`src/iys_pkg.sv`:
```
// Purpose: Shared types and constants for the indexed-Y bus cycle sequencer.
// Assumes: 16-bit address bus, 8-bit data bus, one bus cycle per clock.
// Notes:   Every cycle count and code used by the sequencer lives here.
package iys_pkg;

  // Instruction groups, each with its own bus cycle pattern
  typedef enum logic [3:0] {
    GRP_JUMP    = 4'h0, // Jump, no operand access
    GRP_READ8   = 4'h1, // Accumulator arithmetic, logic, compare, load
    GRP_RMW     = 4'h2, // Shift, rotate, clear, invert, inc, dec, negate
    GRP_TEST    = 4'h3, // Memory test, read only
    GRP_STORE8  = 4'h4, // Single accumulator store
    GRP_LOAD16  = 4'h5, // Sixteen-bit register load
    GRP_STORE16 = 4'h6, // Sixteen-bit register store
    GRP_ARITH16 = 4'h7, // Sixteen-bit add, subtract, compare
    GRP_CALL    = 4'h8, // Subroutine call
    GRP_BITOP   = 4'h9, // Set or clear bits in memory
    GRP_BRBIT   = 4'ha  // Branch on bits set or clear
  } iys_group_t;

  // Sequencer states; the code equals the bus cycle number
  typedef enum logic [3:0] {
    ST_IDLE = 4'h0,
    ST_C1 = 4'h1,
    ST_C2 = 4'h2,
    ST_C3 = 4'h3,
    ST_C4 = 4'h4,
    ST_C5 = 4'h5,
    ST_C6 = 4'h6,
    ST_C7 = 4'h7,
    ST_C8 = 4'h8
  } iys_state_t;

  // Sources of the address driven in a bus cycle
  typedef enum logic [3:0] {
    AK_PC0 = 4'h0, // Opcode address
    AK_PC1 = 4'h1, // Opcode address + 1
    AK_PC2 = 4'h2, // Opcode address + 2
    AK_PC3 = 4'h3, // Opcode address + 3
    AK_PC4 = 4'h4, // Opcode address + 4
    AK_ONES = 4'h5, // Dummy cycle address
    AK_EA = 4'h6, // Index Y plus offset
    AK_EA1 = 4'h7, // Index Y plus offset plus one
    AK_SP = 4'h8, // Stack pointer
    AK_SP1 = 4'h9 // Stack pointer minus one
  } iys_addr_kind_t;

  // Opcode bytes checked by the sequencer
  localparam logic [7:0] PAGE_PREBYTE = 8'h18;
  localparam logic [7:0] OPC_JUMP = 8'h6e;
  localparam logic [7:0] OPC_TEST = 8'h6d;
  localparam logic [7:0] OPC_CALL = 8'had;

  // Bus values in dummy cycles and while idle or in reset
  localparam logic [15:0] DUMMY_ADDR = 16'hffff;
  localparam logic [15:0] IDLE_ADDR = 16'hffff;
  localparam logic IDLE_RW = 1'b1;
  localparam logic [7:0] IDLE_DATA = 8'h00;

  // Cycles per group
  localparam logic [3:0] LEN_JUMP = 4'h4;
  localparam logic [3:0] LEN_SHORT = 4'h5; // Byte read and byte store
  localparam logic [3:0] LEN_WORD = 4'h6; // Sixteen-bit load and store
  localparam logic [3:0] LEN_LONG = 4'h7; // Modify, test, word arith, call
  localparam logic [3:0] LEN_BITS = 4'h8; // Bit ops and bit branches

  // Request from the core, latched when the sequence starts
  typedef struct packed {
    iys_group_t group;
    logic [15:0] opcode_addr;
    logic [15:0] index_register_y;
    logic [15:0] stack_ptr;
    logic [7:0] acc_data;
    logic [15:0] reg_data;
    logic [15:0] ret_addr;
  } iys_req_t;

  // One bus cycle as driven onto the bus
  typedef struct packed {
    logic [15:0] addr;
    logic rw;
    logic [7:0] data_out;
  } iys_bus_t;

  // Bytes gathered from the bus during a sequence
  typedef struct packed {
    logic [7:0] prebyte;
    logic [7:0] opcode2;
    logic [7:0] offset;
    logic [7:0] operand_hi;
    logic [7:0] operand_lo;
    logic [7:0] mask;
    logic [7:0] branch_offset;
  } iys_capt_t;

endpackage : iys_pkg

```
`src/iys_sequencer.sv`:
```
// Purpose: Bus cycle sequencer for indexed-Y addressing instructions.
// Assumes: Bus read data returns in the same cycle as its address.
// Notes:   Bus outputs are registered; state code equals the cycle number.
`timescale 1ns/1ps
module iys_sequencer (
  input wire logic clk,
  input wire logic rst,
  input wire logic start,
  input iys_pkg::iys_req_t req,
  output logic ready,
  input wire logic [7:0] data_in,
  output iys_pkg::iys_bus_t bus,
  output iys_pkg::iys_capt_t capt,
  output logic [3:0] cycle_num,
  output logic done,
  output logic prebyte_bad,
  input wire logic [7:0] result_data
);

  // Sequencer state and its next value
  iys_pkg::iys_state_t st_reg;
  iys_pkg::iys_state_t st_next;
  // Latched request and the group as resolved from the second opcode
  iys_pkg::iys_req_t req_reg;
  iys_pkg::iys_group_t group_reg;
  iys_pkg::iys_group_t group_resolved;
  // Registered bus and its next value
  iys_pkg::iys_bus_t bus_reg;
  iys_pkg::iys_bus_t bus_next;
  // Captured bytes
  iys_pkg::iys_capt_t capt_reg;
  // Completion and prebyte error flags
  logic done_reg;
  logic prebyte_bad_reg;

  // Cycle count of a group
  function automatic logic [3:0] len_of(input iys_pkg::iys_group_t g);
    case (g)
      iys_pkg::GRP_JUMP: len_of = iys_pkg::LEN_JUMP;
      iys_pkg::GRP_READ8, iys_pkg::GRP_STORE8: len_of = iys_pkg::LEN_SHORT;
      iys_pkg::GRP_LOAD16, iys_pkg::GRP_STORE16: len_of = iys_pkg::LEN_WORD;
      iys_pkg::GRP_BITOP, iys_pkg::GRP_BRBIT: len_of = iys_pkg::LEN_BITS;
      default: len_of = iys_pkg::LEN_LONG;
    endcase
  endfunction : len_of

  // Address source of a bus cycle
  function automatic iys_pkg::iys_addr_kind_t kind_of(input iys_pkg::iys_group_t g,
                                                       input logic [3:0] c);
    kind_of = iys_pkg::AK_ONES;
    case (c)
      4'h1: kind_of = iys_pkg::AK_PC0;
      4'h2: kind_of = iys_pkg::AK_PC1;
      4'h3: kind_of = iys_pkg::AK_PC2;
      4'h4: kind_of = iys_pkg::AK_ONES;
      4'h5: kind_of = iys_pkg::AK_EA;
      4'h6: begin
        case (g)
          iys_pkg::GRP_LOAD16, iys_pkg::GRP_STORE16,
          iys_pkg::GRP_ARITH16: kind_of = iys_pkg::AK_EA1;
          iys_pkg::GRP_CALL: kind_of = iys_pkg::AK_SP;
          iys_pkg::GRP_BITOP, iys_pkg::GRP_BRBIT: kind_of = iys_pkg::AK_PC3;
          default: kind_of = iys_pkg::AK_ONES;
        endcase
      end
      4'h7: begin
        case (g)
          iys_pkg::GRP_RMW: kind_of = iys_pkg::AK_EA;
          iys_pkg::GRP_CALL: kind_of = iys_pkg::AK_SP1;
          iys_pkg::GRP_BRBIT: kind_of = iys_pkg::AK_PC4;
          default: kind_of = iys_pkg::AK_ONES;
        endcase
      end
      4'h8: begin
        // Bit ops write back; bit branches end on a dummy read
        if (g == iys_pkg::GRP_BITOP) begin
          kind_of = iys_pkg::AK_EA;
        end else begin
          kind_of = iys_pkg::AK_ONES;
        end
      end
      default: kind_of = iys_pkg::AK_ONES;
    endcase
  endfunction : kind_of

  // Whether a bus cycle writes
  function automatic logic wr_of(input iys_pkg::iys_group_t g, input logic [3:0] c);
    case (g)
      iys_pkg::GRP_STORE8: wr_of = (c == 4'h5);
      iys_pkg::GRP_RMW: wr_of = (c == 4'h7);
      iys_pkg::GRP_STORE16: wr_of = (c == 4'h5) || (c == 4'h6);
      iys_pkg::GRP_CALL: wr_of = (c == 4'h6) || (c == 4'h7);
      iys_pkg::GRP_BITOP: wr_of = (c == 4'h8);
      default: wr_of = 1'b0;
    endcase
  endfunction : wr_of

  // Decoded view of the current and next cycle
  wire logic idle = (st_reg == iys_pkg::ST_IDLE);
  wire logic is_last = (st_reg == len_of(group_reg));
  wire logic [3:0] cyc_next = st_next;
  // Request source: live while idle, latched during the sequence
  wire iys_pkg::iys_req_t req_src = idle ? req : req_reg;
  // Effective address, wraps modulo 65536
  wire logic [15:0] eff_addr = 16'(req_reg.index_register_y + {8'h00, capt_reg.offset});
  wire logic [15:0] eff_addr1 = 16'(eff_addr + 16'h0001);
  wire logic [15:0] pc = req_src.opcode_addr;
  wire iys_pkg::iys_addr_kind_t kind_next = kind_of(group_reg, cyc_next);
  wire logic wr_next = (st_next != iys_pkg::ST_IDLE) && wr_of(group_reg, cyc_next);

  // Second opcode byte overrides the group for jump, test and call
  assign group_resolved = (data_in == iys_pkg::OPC_JUMP) ? iys_pkg::GRP_JUMP :
                          (data_in == iys_pkg::OPC_TEST) ? iys_pkg::GRP_TEST :
                          (data_in == iys_pkg::OPC_CALL) ? iys_pkg::GRP_CALL :
                          req_reg.group;

  // Next state
  always_comb begin
    st_next = st_reg;
    case (st_reg)
      iys_pkg::ST_IDLE: begin
        if (start) begin
          st_next = iys_pkg::ST_C1;
        end
      end
      iys_pkg::ST_C8: st_next = iys_pkg::ST_IDLE;
      default: begin
        // Jump ends after cycle four, others at their own length
        st_next = is_last ? iys_pkg::ST_IDLE : iys_pkg::iys_state_t'(st_reg + 4'h1);
      end
    endcase
  end

  // Address selection for the next bus cycle
  wire logic [15:0] addr_sel =
    (kind_next == iys_pkg::AK_PC0) ? pc :
    (kind_next == iys_pkg::AK_PC1) ? 16'(pc + 16'h0001) :
    (kind_next == iys_pkg::AK_PC2) ? 16'(pc + 16'h0002) :
    (kind_next == iys_pkg::AK_PC3) ? 16'(pc + 16'h0003) :
    (kind_next == iys_pkg::AK_PC4) ? 16'(pc + 16'h0004) :
    (kind_next == iys_pkg::AK_EA) ? eff_addr :
    (kind_next == iys_pkg::AK_EA1) ? eff_addr1 :
    (kind_next == iys_pkg::AK_SP) ? req_reg.stack_ptr :
    (kind_next == iys_pkg::AK_SP1) ? 16'(req_reg.stack_ptr - 16'h0001) :
    iys_pkg::DUMMY_ADDR;

  // Write data selection for the next bus cycle
  wire logic [7:0] wdata_sel =
    (group_reg == iys_pkg::GRP_STORE8) ? req_reg.acc_data :
    (group_reg == iys_pkg::GRP_STORE16 && cyc_next == 4'h5) ? req_reg.reg_data[15:8] :
    (group_reg == iys_pkg::GRP_STORE16) ? req_reg.reg_data[7:0] :
    (group_reg == iys_pkg::GRP_CALL && cyc_next == 4'h6) ? req_reg.ret_addr[7:0] :
    (group_reg == iys_pkg::GRP_CALL) ? req_reg.ret_addr[15:8] :
    result_data;

  // Next bus cycle; idle bus reads the all-ones address
  always_comb begin
    bus_next.addr = iys_pkg::IDLE_ADDR;
    bus_next.rw = iys_pkg::IDLE_RW;
    bus_next.data_out = iys_pkg::IDLE_DATA;
    if (st_next != iys_pkg::ST_IDLE) begin
      bus_next.addr = addr_sel;
      bus_next.rw = !wr_next;
      bus_next.data_out = wr_next ? wdata_sel : iys_pkg::IDLE_DATA;
    end
  end

  // Capture enables, qualified by the cycle on the bus now
  wire logic rd_now = bus_reg.rw && !idle;
  wire logic cap_hi = rd_now && (st_reg == iys_pkg::ST_C5);
  wire logic word_grp = (group_reg == iys_pkg::GRP_LOAD16) ||
                        (group_reg == iys_pkg::GRP_ARITH16);
  wire logic bit_grp = (group_reg == iys_pkg::GRP_BITOP) ||
                       (group_reg == iys_pkg::GRP_BRBIT);
  wire logic cap_lo = rd_now && (st_reg == iys_pkg::ST_C6) && word_grp;
  wire logic cap_mask = rd_now && (st_reg == iys_pkg::ST_C6) && bit_grp;
  wire logic cap_br = (st_reg == iys_pkg::ST_C7) && (group_reg == iys_pkg::GRP_BRBIT);

  // State, bus and done registers
  always_ff @(posedge clk or posedge rst) begin
    if (rst) begin
      st_reg <= iys_pkg::ST_IDLE;
      bus_reg <= {iys_pkg::IDLE_ADDR, iys_pkg::IDLE_RW, iys_pkg::IDLE_DATA};
      done_reg <= 1'b0;
    end else begin
      st_reg <= st_next;
      bus_reg <= bus_next;
      done_reg <= !idle && (st_next == iys_pkg::ST_IDLE);
    end
  end

  // Request latch and group resolution
  always_ff @(posedge clk or posedge rst) begin
    if (rst) begin
      req_reg <= '0;
      group_reg <= iys_pkg::GRP_JUMP;
    end else if (idle && start) begin
      req_reg <= req;
      group_reg <= req.group;
    end else if (st_reg == iys_pkg::ST_C2) begin
      group_reg <= group_resolved;
    end
  end

  // Prefetch, operand, mask and branch offset captures and prebyte check
  always_ff @(posedge clk or posedge rst) begin
    if (rst) begin
      capt_reg <= '0;
      prebyte_bad_reg <= 1'b0;
    end else begin
      if (idle && start) begin
        prebyte_bad_reg <= 1'b0;
      end
      if (st_reg == iys_pkg::ST_C1) begin
        capt_reg.prebyte <= data_in;
        prebyte_bad_reg <= (data_in != iys_pkg::PAGE_PREBYTE);
      end
      if (st_reg == iys_pkg::ST_C2) begin
        capt_reg.opcode2 <= data_in;
      end
      if (st_reg == iys_pkg::ST_C3) begin
        capt_reg.offset <= data_in;
      end
      if (cap_hi) begin
        capt_reg.operand_hi <= data_in;
      end
      if (cap_lo) begin
        capt_reg.operand_lo <= data_in;
      end
      if (cap_mask) begin
        capt_reg.mask <= data_in;
      end
      if (cap_br) begin
        capt_reg.branch_offset <= data_in;
      end
    end
  end

  // Outputs
  assign ready = idle;
  assign bus = bus_reg;
  assign capt = capt_reg;
  assign cycle_num = st_reg;
  assign done = done_reg;
  assign prebyte_bad = prebyte_bad_reg;
endmodule : iys_sequencer

```
`config.mk`:
```
export PLATFORM = sky130hd
export DESIGN_NAME = iys_sequencer
export DESIGN_NICKNAME = d
export VERILOG_FILES = /design/src/iys_pkg.sv /design/src/iys_sequencer.sv
export SDC_FILE = /design/constraint.sdc
export NUM_CORES = 1
export LEC_CHECK = 0
export BUFFER_PORTS_ARGS = -buffer_cell sky130_fd_sc_hd__buf_2
export CAP_MARGIN = 20
export CORE_ASPECT_RATIO = 1.2
export CORE_UTILIZATION = 60
export CTS_CLUSTER_SIZE = 28
export DETAILED_ROUTE_END_ITERATION = 10
export PLACE_DENSITY = 0.84
export REMOVE_ABC_BUFFERS = 1
export SLEW_MARGIN = 20
export SYNTH_ARGS = -nofsm -noshare
export SYNTH_HDL_FRONTEND = slang
export SYNTH_SLANG_ARGS = --single-unit
```
`constraint.sdc`:
```
create_clock -name clk -period 15.99 [get_ports clk]
set_input_delay 2.3985 -clock clk [delete_from_list [all_inputs] [get_ports clk]]
set_output_delay 2.3985 -clock clk [all_outputs]
set_load 0.02 [all_outputs]
```
---- Word level (Yosys, flattened, before mapping) ----
Cells that the tools add are included.
operators by class
  add/subtract/negate cells ............... 8
  multiplexer cells ....................... 33
  reductions and logical operators ........ 28
  equality and inequality tests ........... 36
operators by type and width
  operator                                                                count
  16-bit two-way mux                                                      9
  88-bit two-way mux                                                      1
  4-bit by 3-bit equality test with 1-bit output (second input constant)  13
  8-bit two-way mux                                                       6
  16-bit by 1-bit adder with 16-bit output (second input constant)        2
  16-bit by 2-bit adder with 16-bit output (second input constant)        2
  4-bit by 2-bit equality test with 1-bit output (second input constant)  7
  4-bit equality test (second input constant)                             7
  4-bit two-way mux                                                       7
  4-bit case mux with 7 select lines                                      1
  25-bit two-way mux                                                      1
  4-bit case mux with 3 select lines                                      2
  16-bit by 3-bit adder with 16-bit output (second input constant)        1
  16-bit by 8-bit adder with 16-bit output                                1
  4-bit by 1-bit equality test with 1-bit output (second input constant)  4
  8-bit by 7-bit equality test with 1-bit output (second input constant)  2
  4-bit logical NOT                                                       4
  4-bit case mux with 4 select lines                                      1
  16-bit by 1-bit subtractor with 16-bit output (second input constant)   1
  1-bit logical AND                                                       11
  8-bit equality test (second input constant)                             1
  8-bit by 5-bit != test with 1-bit output (second input constant)        1
  4-bit case mux with 2 select lines                                      1
  2-bit OR reduction                                                      3
  10 further kinds                                                        16
storage, ports and cells
  bits in registers ....................... 183
  output and inout bits ................... 88
  input bits .............................. 111
  logic and storage cells ................. 126

---- Logic depth before layout (Yosys ltp) ----
Gate-level depths: netlist of run 1.
  depth after elaboration ................. 19
  gate-level depth with buffers ........... 16
  depth with buffers taken out ............ 14

---- Worst setup path after synthesis of run 1 ----
Ideal clock, no wire load.
  kind .................................... input to register
  start point ............................. in req[73] (netlist name)
  end point ............................... reg bus_reg (netlist bit bus[18])
  data arrival time ....................... 4.525 ns
  buffers on the path ..................... 0
  setup time .............................. 0.105 ns
  data required time ...................... 15.885 ns
  path slack .............................. 11.360 ns
  stages on the path ...................... 9
  path through ............................ mux2i_1 -> inv_1 -> ha_1 -> o21ai_0 -> nor2_1 -> nand2_1 -> xor2_1 -> o211ai_1 -> o41ai_1
RTL lines
  what                  RTL line              source
  start, declared       iys_sequencer.sv:9    input iys_pkg::iys_req_t req,
  end signal, assigned  iys_sequencer.sv:183  bus_reg <= {iys_pkg::IDLE_ADDR, iys_pkg::IDLE_RW, iys_pkg::IDLE_DATA};
  end signal, assigned  iys_sequencer.sv:187  bus_reg <= bus_next;
  end, declared         iys_sequencer.sv:28   iys_pkg::iys_bus_t bus_reg;

==> flow_summary_export.csv, run 1 <==
group,metric,value,unit
global_routing,track_usage,37.2,%
clocking,clk_latency,0.44,ns
status,status,"completed",
timing,worstMarginPinSlew,1.18,ns
route,ant_nets,0,
route,first_iter_violations,865,
global_routing,grt_max_degree,104,
timing,period_share,32.5,%
timing,setup_viol,0,
clocking,htreeDepth,4,
hold_path,hold_class,"reg -> reg",
placed_design,dpl.hpwl,24.7,mm
placed_design,gp_congestion,1.01,
clocking,path_clk_slew,0.07,ns
final_layout,stdcell_count,1661,
worst_setup_path,critPathMaxStageDelay,0.90,ns
timing,final_max_slew_viol_count,0,
placed_design,dp.cells,1625,
die,initial_utilization,61.0,%
worst_setup_path,cp_top_family,"compound AO/OA/AOI/OAI gates",
die,die_w,126,microns
run,drv_cap,0,
worst_setup_path,critPathArrivalTime,5.56,ns
clocking,numCtsBuffers,17,
logic_synthesis,netlist_area,11100,sq um
die,num_rows,54,
final_layout,largest_reg_flops,92,
clocking,hold_buffers,0,
timing,fin_worst_skew,0.0126,ns
logic_synthesis,yosys_warnings,0,
placed_design,io_buffers,198,
worst_setup_path,cp-end-kind,"flop",
timing,finalSetupTns,0,ns
global_routing,grt_overflow,0,
global_routing,antenna_found_initial,3,
timing,rsz0062_at_grt,"false",
final_layout,area_delta_synth_final,15.6,%
logic_synthesis,synth_top_area_cell,"dfrtp_1",
logic_synthesis,ys_seq_area_share,41.6,%
worst_setup_path,slowest_stage,"o21ai_1",
worst_setup_path,cp.required,16.35,ns
logic_synthesis,synthCells,1253,
worst_setup_path,cp_cell_sequence,"buf_2, o21a_1, a21oi_1, a21o_1, inv_2, mux2_2, o21ai_4, o21ai_1, nor3b_1, o21ai_0, a311o_1",
clocking,cts.sinks,183,
power_and_ir_drop,pwr_density_cell,266,nW/um^2
route,vias_per_cell,6.15,
logic_synthesis,synth-edff-count,0,
timing,min_period,5.20,ns
timing,hold_viol_final,0,
route,first_pass_iters,5,
die,ios,199,
route,wl,34.2,mm
worst_setup_path,critPathLaunchType,"input port",
global_routing,grt_pass1_wl,54.3,mm
logic_synthesis,synth_area_leaders,"dfrtp_1, nand2_1, mux2_2, dfstp_2, xnor2_1",
worst_setup_path,crit_buf_inv,2,
die,dieArea,19000,sq um
final_layout,utilization,70.5,%
power_and_ir_drop,vdd_drop_max,0.125,mV
logic_synthesis,synth_top_cell_area_share,37.6,%
final_layout,post_route_cells_drive_above_1_share,24.2,%
logic_synthesis,synthArstFlopShare,100,%
clocking,post-cts-setup-buffers,0,
route,routed-via-count,10200,
power_and_ir_drop,p_leak,6.10,nW
worst_setup_path,worst-setup-path-type,"in -> reg",
timing,relSlewSlack,21.3,%
die,fp.dieH,151,microns
route,wl_per_cell,20.6,microns
logic_synthesis,ys_types,88,
route,drcViolationCount,0,
timing,fmax,0.192,GHz
clocking,root_buffer,"clkbuf_16",
clocking,post_cts_resized,0,
worst_setup_path,crit_fanout,12,
die,core,18100,sq um
logic_synthesis,synth-seq-cells,183,
final_layout,nets,1552,
global_routing,grt_pass1_vias,9971,
logic_synthesis,synthFlopType,"dfrtp_1",
clocking,cts.path.max_buffers,2,
clocking,cts_tree,"done",
logic_synthesis,syn_area_per_cell,8.82,sq um
==> layout make-up <==
class	count	area, sq um
fill	1416	5330
clock inverter	15	180
clock buffer	17	425
timing repair buffer	208	1070
inverter	20	80.1
tap	224	280
multi-input combinational	991	6130
sequential	183	4600
antenna	3	7.51
==> per-stage QoR <==
step | cell area [sq um] | hold WS, ns | power, mW | setup slack (ns)
global route | 12800 | 0.497 | 3.60 | 10.70
finish | 12800 | 0.475 | 3.40 | 10.79
CTS | 12700 | 0.479 | 3.35 | 10.73
detailed placement | 12100 | 0.461 | 2.91 | 10.29
floorplan | 10800 | 0.441 | 2.26 | 8.65
global placement | 12100 | 0.452 | 2.87 | 10.34
==> cell usage after synthesis, drive strengths merged, types with 19 or more instances <==
cell type / n
o21ai: 62
xnor2: 40
buf: 19
dfrtp: 166
mux2: 64
a21oi: 58
mux2i: 34
nor3: 28
xor2: 29
nand3: 22
ha: 19
nor2: 67
inv: 20
nand2: 352
clkbuf: 40
==> power by group <==
part | switching (mW) | internal [mW] | total [mW]
clock network | 0.217 | 0.212 | 0.429
logic | 1.38 | 0.745 | 2.12
registers | 0.159 | 0.695 | 0.854
==> cell usage in the layout, fill, tap and decap left out, types with 18 or more instances in the layout <==
cell	instances
a21oi_1	58
buf_2	198
dfrtp_1	166
ha_1	19
inv_1	18
mux2_2	62
mux2i_1	34
nand2_1	351
nand3_1	22
nor2_1	65
nor3_1	25
o21ai_0	56
xnor2_1	39
xor2_1	29
==> cell families (layout without fill, tap and decap cells) <==
family,after synthesis,after routing,share of synthesized area (%)
compound gates,251,251,15.6
xor+xnor,69,69,5.54
fa+ha+maj,20,20,2.33
buf+inv,79,260,3.10
flops,183,183,41.6
mux,98,98,9.64
other cells,0,3,0
simple gates,553,553,22.2
==> final timing paths <==
kind	startpoint	endpoint	slack [ns]	cells after the start
setup reg to reg	cycle_num[0]	bus[22]	10.79	10
setup / recovery	start	bus[21]	10.79	11
min in group asynchronous	rst	capt[23]	2.15	2
hold / removal	req_reg[73]	req_reg[73]	0.47	2
hold reg to reg	req_reg[73]	req_reg[73]	0.47	2
max in group asynchronous	rst	req_reg[73]	12.55	3
==> tightest hold or removal path, cell delays in order (launching register included) <==
cell	delay (ns)
dfrtp_1	0.34
nand2_1	0.05
nand2_1	0.05
==> per-layer routing <==
layer / wire (microns) / vias to the layer above / global-route usage (%)
met3: 2020 / 111 / 6.33
li1: - / 4747 / -
met4: 1610 / 0 / 19.2
met2: 17400 / 455 / 64.7
met1: 13200 / 4907 / 44.5
met5: 0 / - / 0
(Power assumes the default switching activity.)
==> inputs of run 2 (changes only) <==
- CORE_UTILIZATION: 60 -> 51
- PLACE_DENSITY: 0.84 -> 0.76
- clock period: 15.99 -> 4.45 ns (I/O delays scaled with it)
==> run 2 against run 1 <==
Net effect:
- first-iteration DRC count down 29%
- die area up 17%
- highest routed layer is now met5
- sequential share of layout area down 0.58 points
- global-route usage down 6.5 points
- combinational power rose to 3.7 times the previous value
- register-to-register slack worse by 10 ns
- hold slack worse by 0.11 ns
- non-clock buffer count up 23
==> flow_summary_export.csv, run 2 (same netlist as run 1, synthesis figures left out) <==
group,metric,value,unit
power_and_ir_drop,seqPwrFrac,24.7,%
clocking,post-cts-setup-buffers,0,
final_layout,largest_reg_flops,92,
timing,setup_viol,0,
route,first_iter_violations,618,
power_and_ir_drop,swShare,50.5,%
global_routing,grt_pass1_vias,9757,
placed_design,pre_cts_ws,0.320,ns
clocking,cts_tree,"done",
global_routing,antenna_found_initial,3,
die,initial_utilization,52.3,%
clocking,root_buffer,"clkbuf_16",
worst_setup_path,cp-end-kind,"flop",
power_and_ir_drop,cellInternalPower,6.08,mW
global_routing,grt_max_degree,98,
timing,finalSetupTns,0,ns
placed_design,placed_cell_area,12400,sq um
route,vias_per_cell,5.86,
power_and_ir_drop,switching_power,6.20,mW
timing,setup_ws,0.405,ns
route,ant_nets,0,
worst_setup_path,cp_cell_sequence,"ha_1, fa_1, a211oi_1, o21ai_0, a2111oi_0, mux2_2, nor2_1, nor4_1, a21oi_1, o21ai_0, a221oi_1, o32ai_1",
die,dieArea,22300,sq um
power_and_ir_drop,p_leak,6.21,nW
worst_setup_path,cpMostUsedCell,"o21ai_0",
global_routing,grt_pass1_wl,52.0,mm
worst_setup_path,crit_fanout,5,
power_and_ir_drop,power,12.3,mW
timing,rsz0062_at_grt,"false",
worst_setup_path,worst-setup-path-type,"reg -> reg",
placed_design,dp.cells,1695,
worst_setup_path,rr_startpoint,"capt[32]",
route,wl,33.2,mm
power_and_ir_drop,vdd_drop_max,0.379,mV
global_routing,met3_usage,5.34,%
timing,final_max_slew_viol_count,0,
clocking,numCtsBuffers,17,
final_layout,layout_common_cells,"nand2_1, buf_2, dfrtp_1",
timing,fin_worst_skew,0.0151,ns
placed_design,gp_congestion,1.01,
die,num_rows,58,
clocking,clk_latency,0.43,ns
global_routing,grt_util_met1,36.8,%
timing,period_share,90.9,%
route,routed-via-count,10100,
placed_design,io_buffers,198,
route,first_pass_iters,8,
die,fp.dieH,163,microns
clocking,hold_buffers,0,
worst_setup_path,critPathMaxStageDelay,0.61,ns
worst_setup_path,slowest_stage,"nor4_1",
die,die_w,136,microns
final_layout,final_common_cell,"nand2_1",
final_layout,final_area,13000,sq um
final_layout,stdcell_count,1727,
die,core,21100,sq um
timing,relSlewSlack,31.9,%
clocking,cts.path.max_buffers,2,
run,drv_cap,0,
timing,worstMarginPinSlew,0.993,ns
timing,min_period,4.05,ns
clocking,post_cts_resized,0,
timing,fmax,0.247,GHz
clocking,path_clk_slew,0.08,ns
power_and_ir_drop,comb_power_share,63.4,%
global_routing,grt_overflow,0,
hold_path,hold_class,"in -> async",
worst_setup_path,critical_path.startpoint,"capt[32]",
power_and_ir_drop,p_clk_share,11.9,%
worst_setup_path,cp.required,4.78,ns
final_layout,area_delta_synth_final,17.5,%
global_routing,use_met2,52.2,%
final_layout,nets,1575,
final_layout,post_route_cells_drive_above_1_share,25.2,%
route,drcViolationCount,0,
clocking,cts.sinks,183,
clocking,htreeDepth,4,
timing,hold_viol_final,0,
worst_setup_path,critPathLaunchType,"flop",
power_and_ir_drop,pwr_density_cell,946,nW/um^2
worst_setup_path,critPathArrivalTime,4.37,ns
status,status,"completed",
global_routing,busiest_layer,"met2",
die,ios,199,
route,wl_per_cell,19.2,microns
placed_design,dpl.hpwl,25.0,mm
global_routing,track_usage,30.7,%
## run 2: cell count changes in the layout (fill, tap and decap cells not counted), sizes merged
cell	delta
buf	+23
clkinvlp	-3
clkinv	+2
diode	-1
inv	-1
## run 2: through the flow
stage / hold WS, ns / util (%)
2_1_floorplan: 0.441 / -
3_3_place_gp: 0.456 / 58.7
3_5_place_dp: 0.461 / 58.7
4_1_cts: 0.403 / 61.4
5_1_grt: 0.416 / 61.5
6_report: 0.370 / 61.5
## run 2: worst paths after layout
check	to	slack [ns]	depth (start not counted)
setup / recovery	bus[22]	0.40	12
setup reg to reg	bus[22]	0.40	12
hold / removal	capt[21]	0.37	2
max in group asynchronous	bus[16]	3.06	3
hold reg to reg	req_reg[90]	0.47	2
min in group clk	req_reg[62]	0.43	3
## run 2: worst max-delay path: cells and delay by family, from the launching register on
family                   cells  cell delay [ns]
AO/OA/AOI/OAI                7             1.99
AND/OR/NAND/NOR              2             0.66
adder cells (fa/ha/maj)      2             0.67
multiplexers                 1             0.23
flip-flops                   1             0.40
## run 2: area by class of cell
cell class	count	area (sq um)
multi-input cells	991	6130
diodes	2	5.00
clock buffers	17	425
fillers	1831	8140
flip-flops and latches	183	4600
inverters	20	80.1
well taps	270	338
clock inverters	13	139
repair buffers	231	1260
## run 2: layer usage
layer,part of all wire [%],vias up
met1,40,4801
met5,0.039,-
li1,-,4778
met2,50,426
met4,4.6,2
met3,5.5,105
## run 2: power by group through the flow
stage               logic [mW]  clock network [mW]  registers (mW)
global placement          7.57                   0            3.02
CTS                       7.66                1.49            3.02
finish                    7.78                1.47            3.03
detailed placement        7.62                   0            3.05
floorplan                 4.76                   0            3.36
global route              8.37                1.56            3.12
==> inputs of run 3 (changes only) <==
- CTS_CLUSTER_DIAMETER: not set -> 150
- MAX_ROUTING_LAYER: not set -> met4
==> run 3 against run 2 <==
Net effect:
- clock skew increased by 0.0024 ns
- combinational power increased by 1%
- die area did not move
- cell count grew 0.29%
- critical path depth down 1
- sequential power about the same
- flip-flop and latch count stayed put
- critical path type unchanged
==> flow_summary_export.csv, run 3 (same netlist as run 1, synthesis figures left out) <==
group,metric,value,unit
final_layout,layout_common_cells,"nand2_1, buf_2, dfrtp_1",
route,first_pass_iters,5,
die,ios,199,
worst_setup_path,critPathArrivalTime,4.45,ns
placed_design,dp.cells,1697,
worst_setup_path,reg2reg_depth,11,
timing,min_period,4.08,ns
global_routing,grt_overflow,0,
die,core,21100,sq um
clocking,cts_tree,"done",
worst_setup_path,worst-setup-path-type,"reg -> reg",
worst_setup_path,r2r_slack,0.37,ns
clocking,cts.sinks,183,
route,vias_per_cell,5.86,
power_and_ir_drop,pwr_density_cell,957,nW/um^2
clocking,cts.path.max_buffers,2,
die,dieArea,22300,sq um
final_layout,nets,1577,
final_layout,largest_reg_flops,92,
placed_design,gp_congestion,1.04,
final_layout,utilization,61.8,%
route,wl_per_cell,19.5,microns
placed_design,pre_cts_ws,0.377,ns
clocking,htreeDepth,4,
timing,worstMarginPinSlew,0.875,ns
final_layout,final_area,13100,sq um
status,status,"completed",
worst_setup_path,critical_path.startpoint,"group_reg[0]",
clocking,post-cts-setup-buffers,0,
timing,hold_viol_final,0,
timing,rsz0062_at_grt,"false",
final_layout,stdcell_count,1732,
die,fp.dieH,163,microns
placed_design,io_buffers,198,
final_layout,area_delta_synth_final,18.2,%
timing,final_max_slew_viol_count,0,
clocking,root_buffer,"clkbuf_16",
global_routing,grt_max_degree,98,
power_and_ir_drop,vdd_drop_max,0.407,mV
global_routing,grt_pass1_wl,53.2,mm
clocking,clk_latency,0.45,ns
timing,fin_worst_skew,0.0174,ns
placed_design,dpl.hpwl,25.1,mm
worst_setup_path,critPathLaunchType,"flop",
global_routing,grt_pass1_vias,10000,
timing,fmax,0.245,GHz
die,initial_utilization,52.3,%
worst_setup_path,cp-end-kind,"flop",
die,die_w,136,microns
clocking,path_clk_slew,0.09,ns
worst_setup_path,r2r-end,"bus[21]",
worst_setup_path,crit_end,"bus[21]",
route,first_iter_violations,804,
final_layout,final_common_cell,"nand2_1",
route,drcViolationCount,0,
global_routing,track_usage,32.2,%
route,wl,33.8,mm
worst_setup_path,crit_fanout,15,
hold_path,hold_class,"in -> async",
route,routed-via-count,10200,
power_and_ir_drop,p_leak,6.24,nW
worst_setup_path,rr_startpoint,"group_reg[0]",
timing,finalSetupTns,0,ns
die,num_rows,58,
final_layout,post_route_cells_drive_above_1_share,25.5,%
placed_design,placed_cell_area,12400,sq um
timing,relSlewSlack,40.0,%
clocking,numCtsBuffers,17,
timing,setup_ws,0.370,ns
timing,period_share,91.7,%
run,drv_cap,0,
route,ant_nets,0,
global_routing,antenna_found_initial,3,
timing,setup_viol,0,
worst_setup_path,cp.required,4.82,ns
run 3: worst max-delay path, stage by stage, from the launching register on:
cell	delay (ns)
dfrtp_1	0.61
xnor2_1	0.27
nor4b_2	0.45
o211a_1	0.29
a21o_1	0.31
buf_4	0.21
mux2_4	0.35
nor2_1	0.64
nand2_1	0.14
xnor2_1	0.29
o22ai_1	0.17
a311o_1	0.29
run 3: layout make-up:
cell class	count	area [sq um]
antenna	3	7.51
clock inverter	15	204
tap	270	338
clock buffer	17	425
fill	1880	8060
inverter	20	80.1
multi-input combinational	991	6130
timing repair buffer	233	1280
sequential	183	4600
run 3: metrics by stage:
stage / hold slack (ns) / power (mW)
3_5_place_dp: 0.462 / 10.8
3_3_place_gp: 0.454 / 10.7
5_1_grt: 0.409 / 13.3
4_1_cts: 0.386 / 12.4
6_report: 0.361 / 12.5
2_1_floorplan: 0.441 / 8.13
run 3: worst min-delay path by stage:
stage          cells past startpoint          end  slack, ns
2_1_floorplan                      2  req_reg[91]       0.44
3_3_place_gp                       2  req_reg[91]       0.45
3_5_place_dp                       2   req_reg[2]       0.46
4_1_cts                            2     capt[21]       0.39
5_1_grt                            3   req_reg[6]       0.41
6_report                           2     capt[21]       0.36
run 3: repair_timing:
| action | CTS | global route |
|---|---|---|
| setup endpoints to repair | 0 | 1 |
| gates resized for setup | 0 | 1 |
| hold buffers | 0 | 0 |
run 3: layer usage:
metal	track usage, %	up-vias	routed length [microns]
met5	-	-	0
met4	16.4	0	1470
met3	4.53	88	1590
met2	53.7	354	16800
met1	37.8	4923	14000
li1	-	4789	-
run 3: power breakdown:
group | switching (mW) | internal (mW) | total (mW)
combinational | 5.00 | 2.86 | 7.86
sequential | 0.537 | 2.50 | 3.04
clock | 0.817 | 0.782 | 1.60
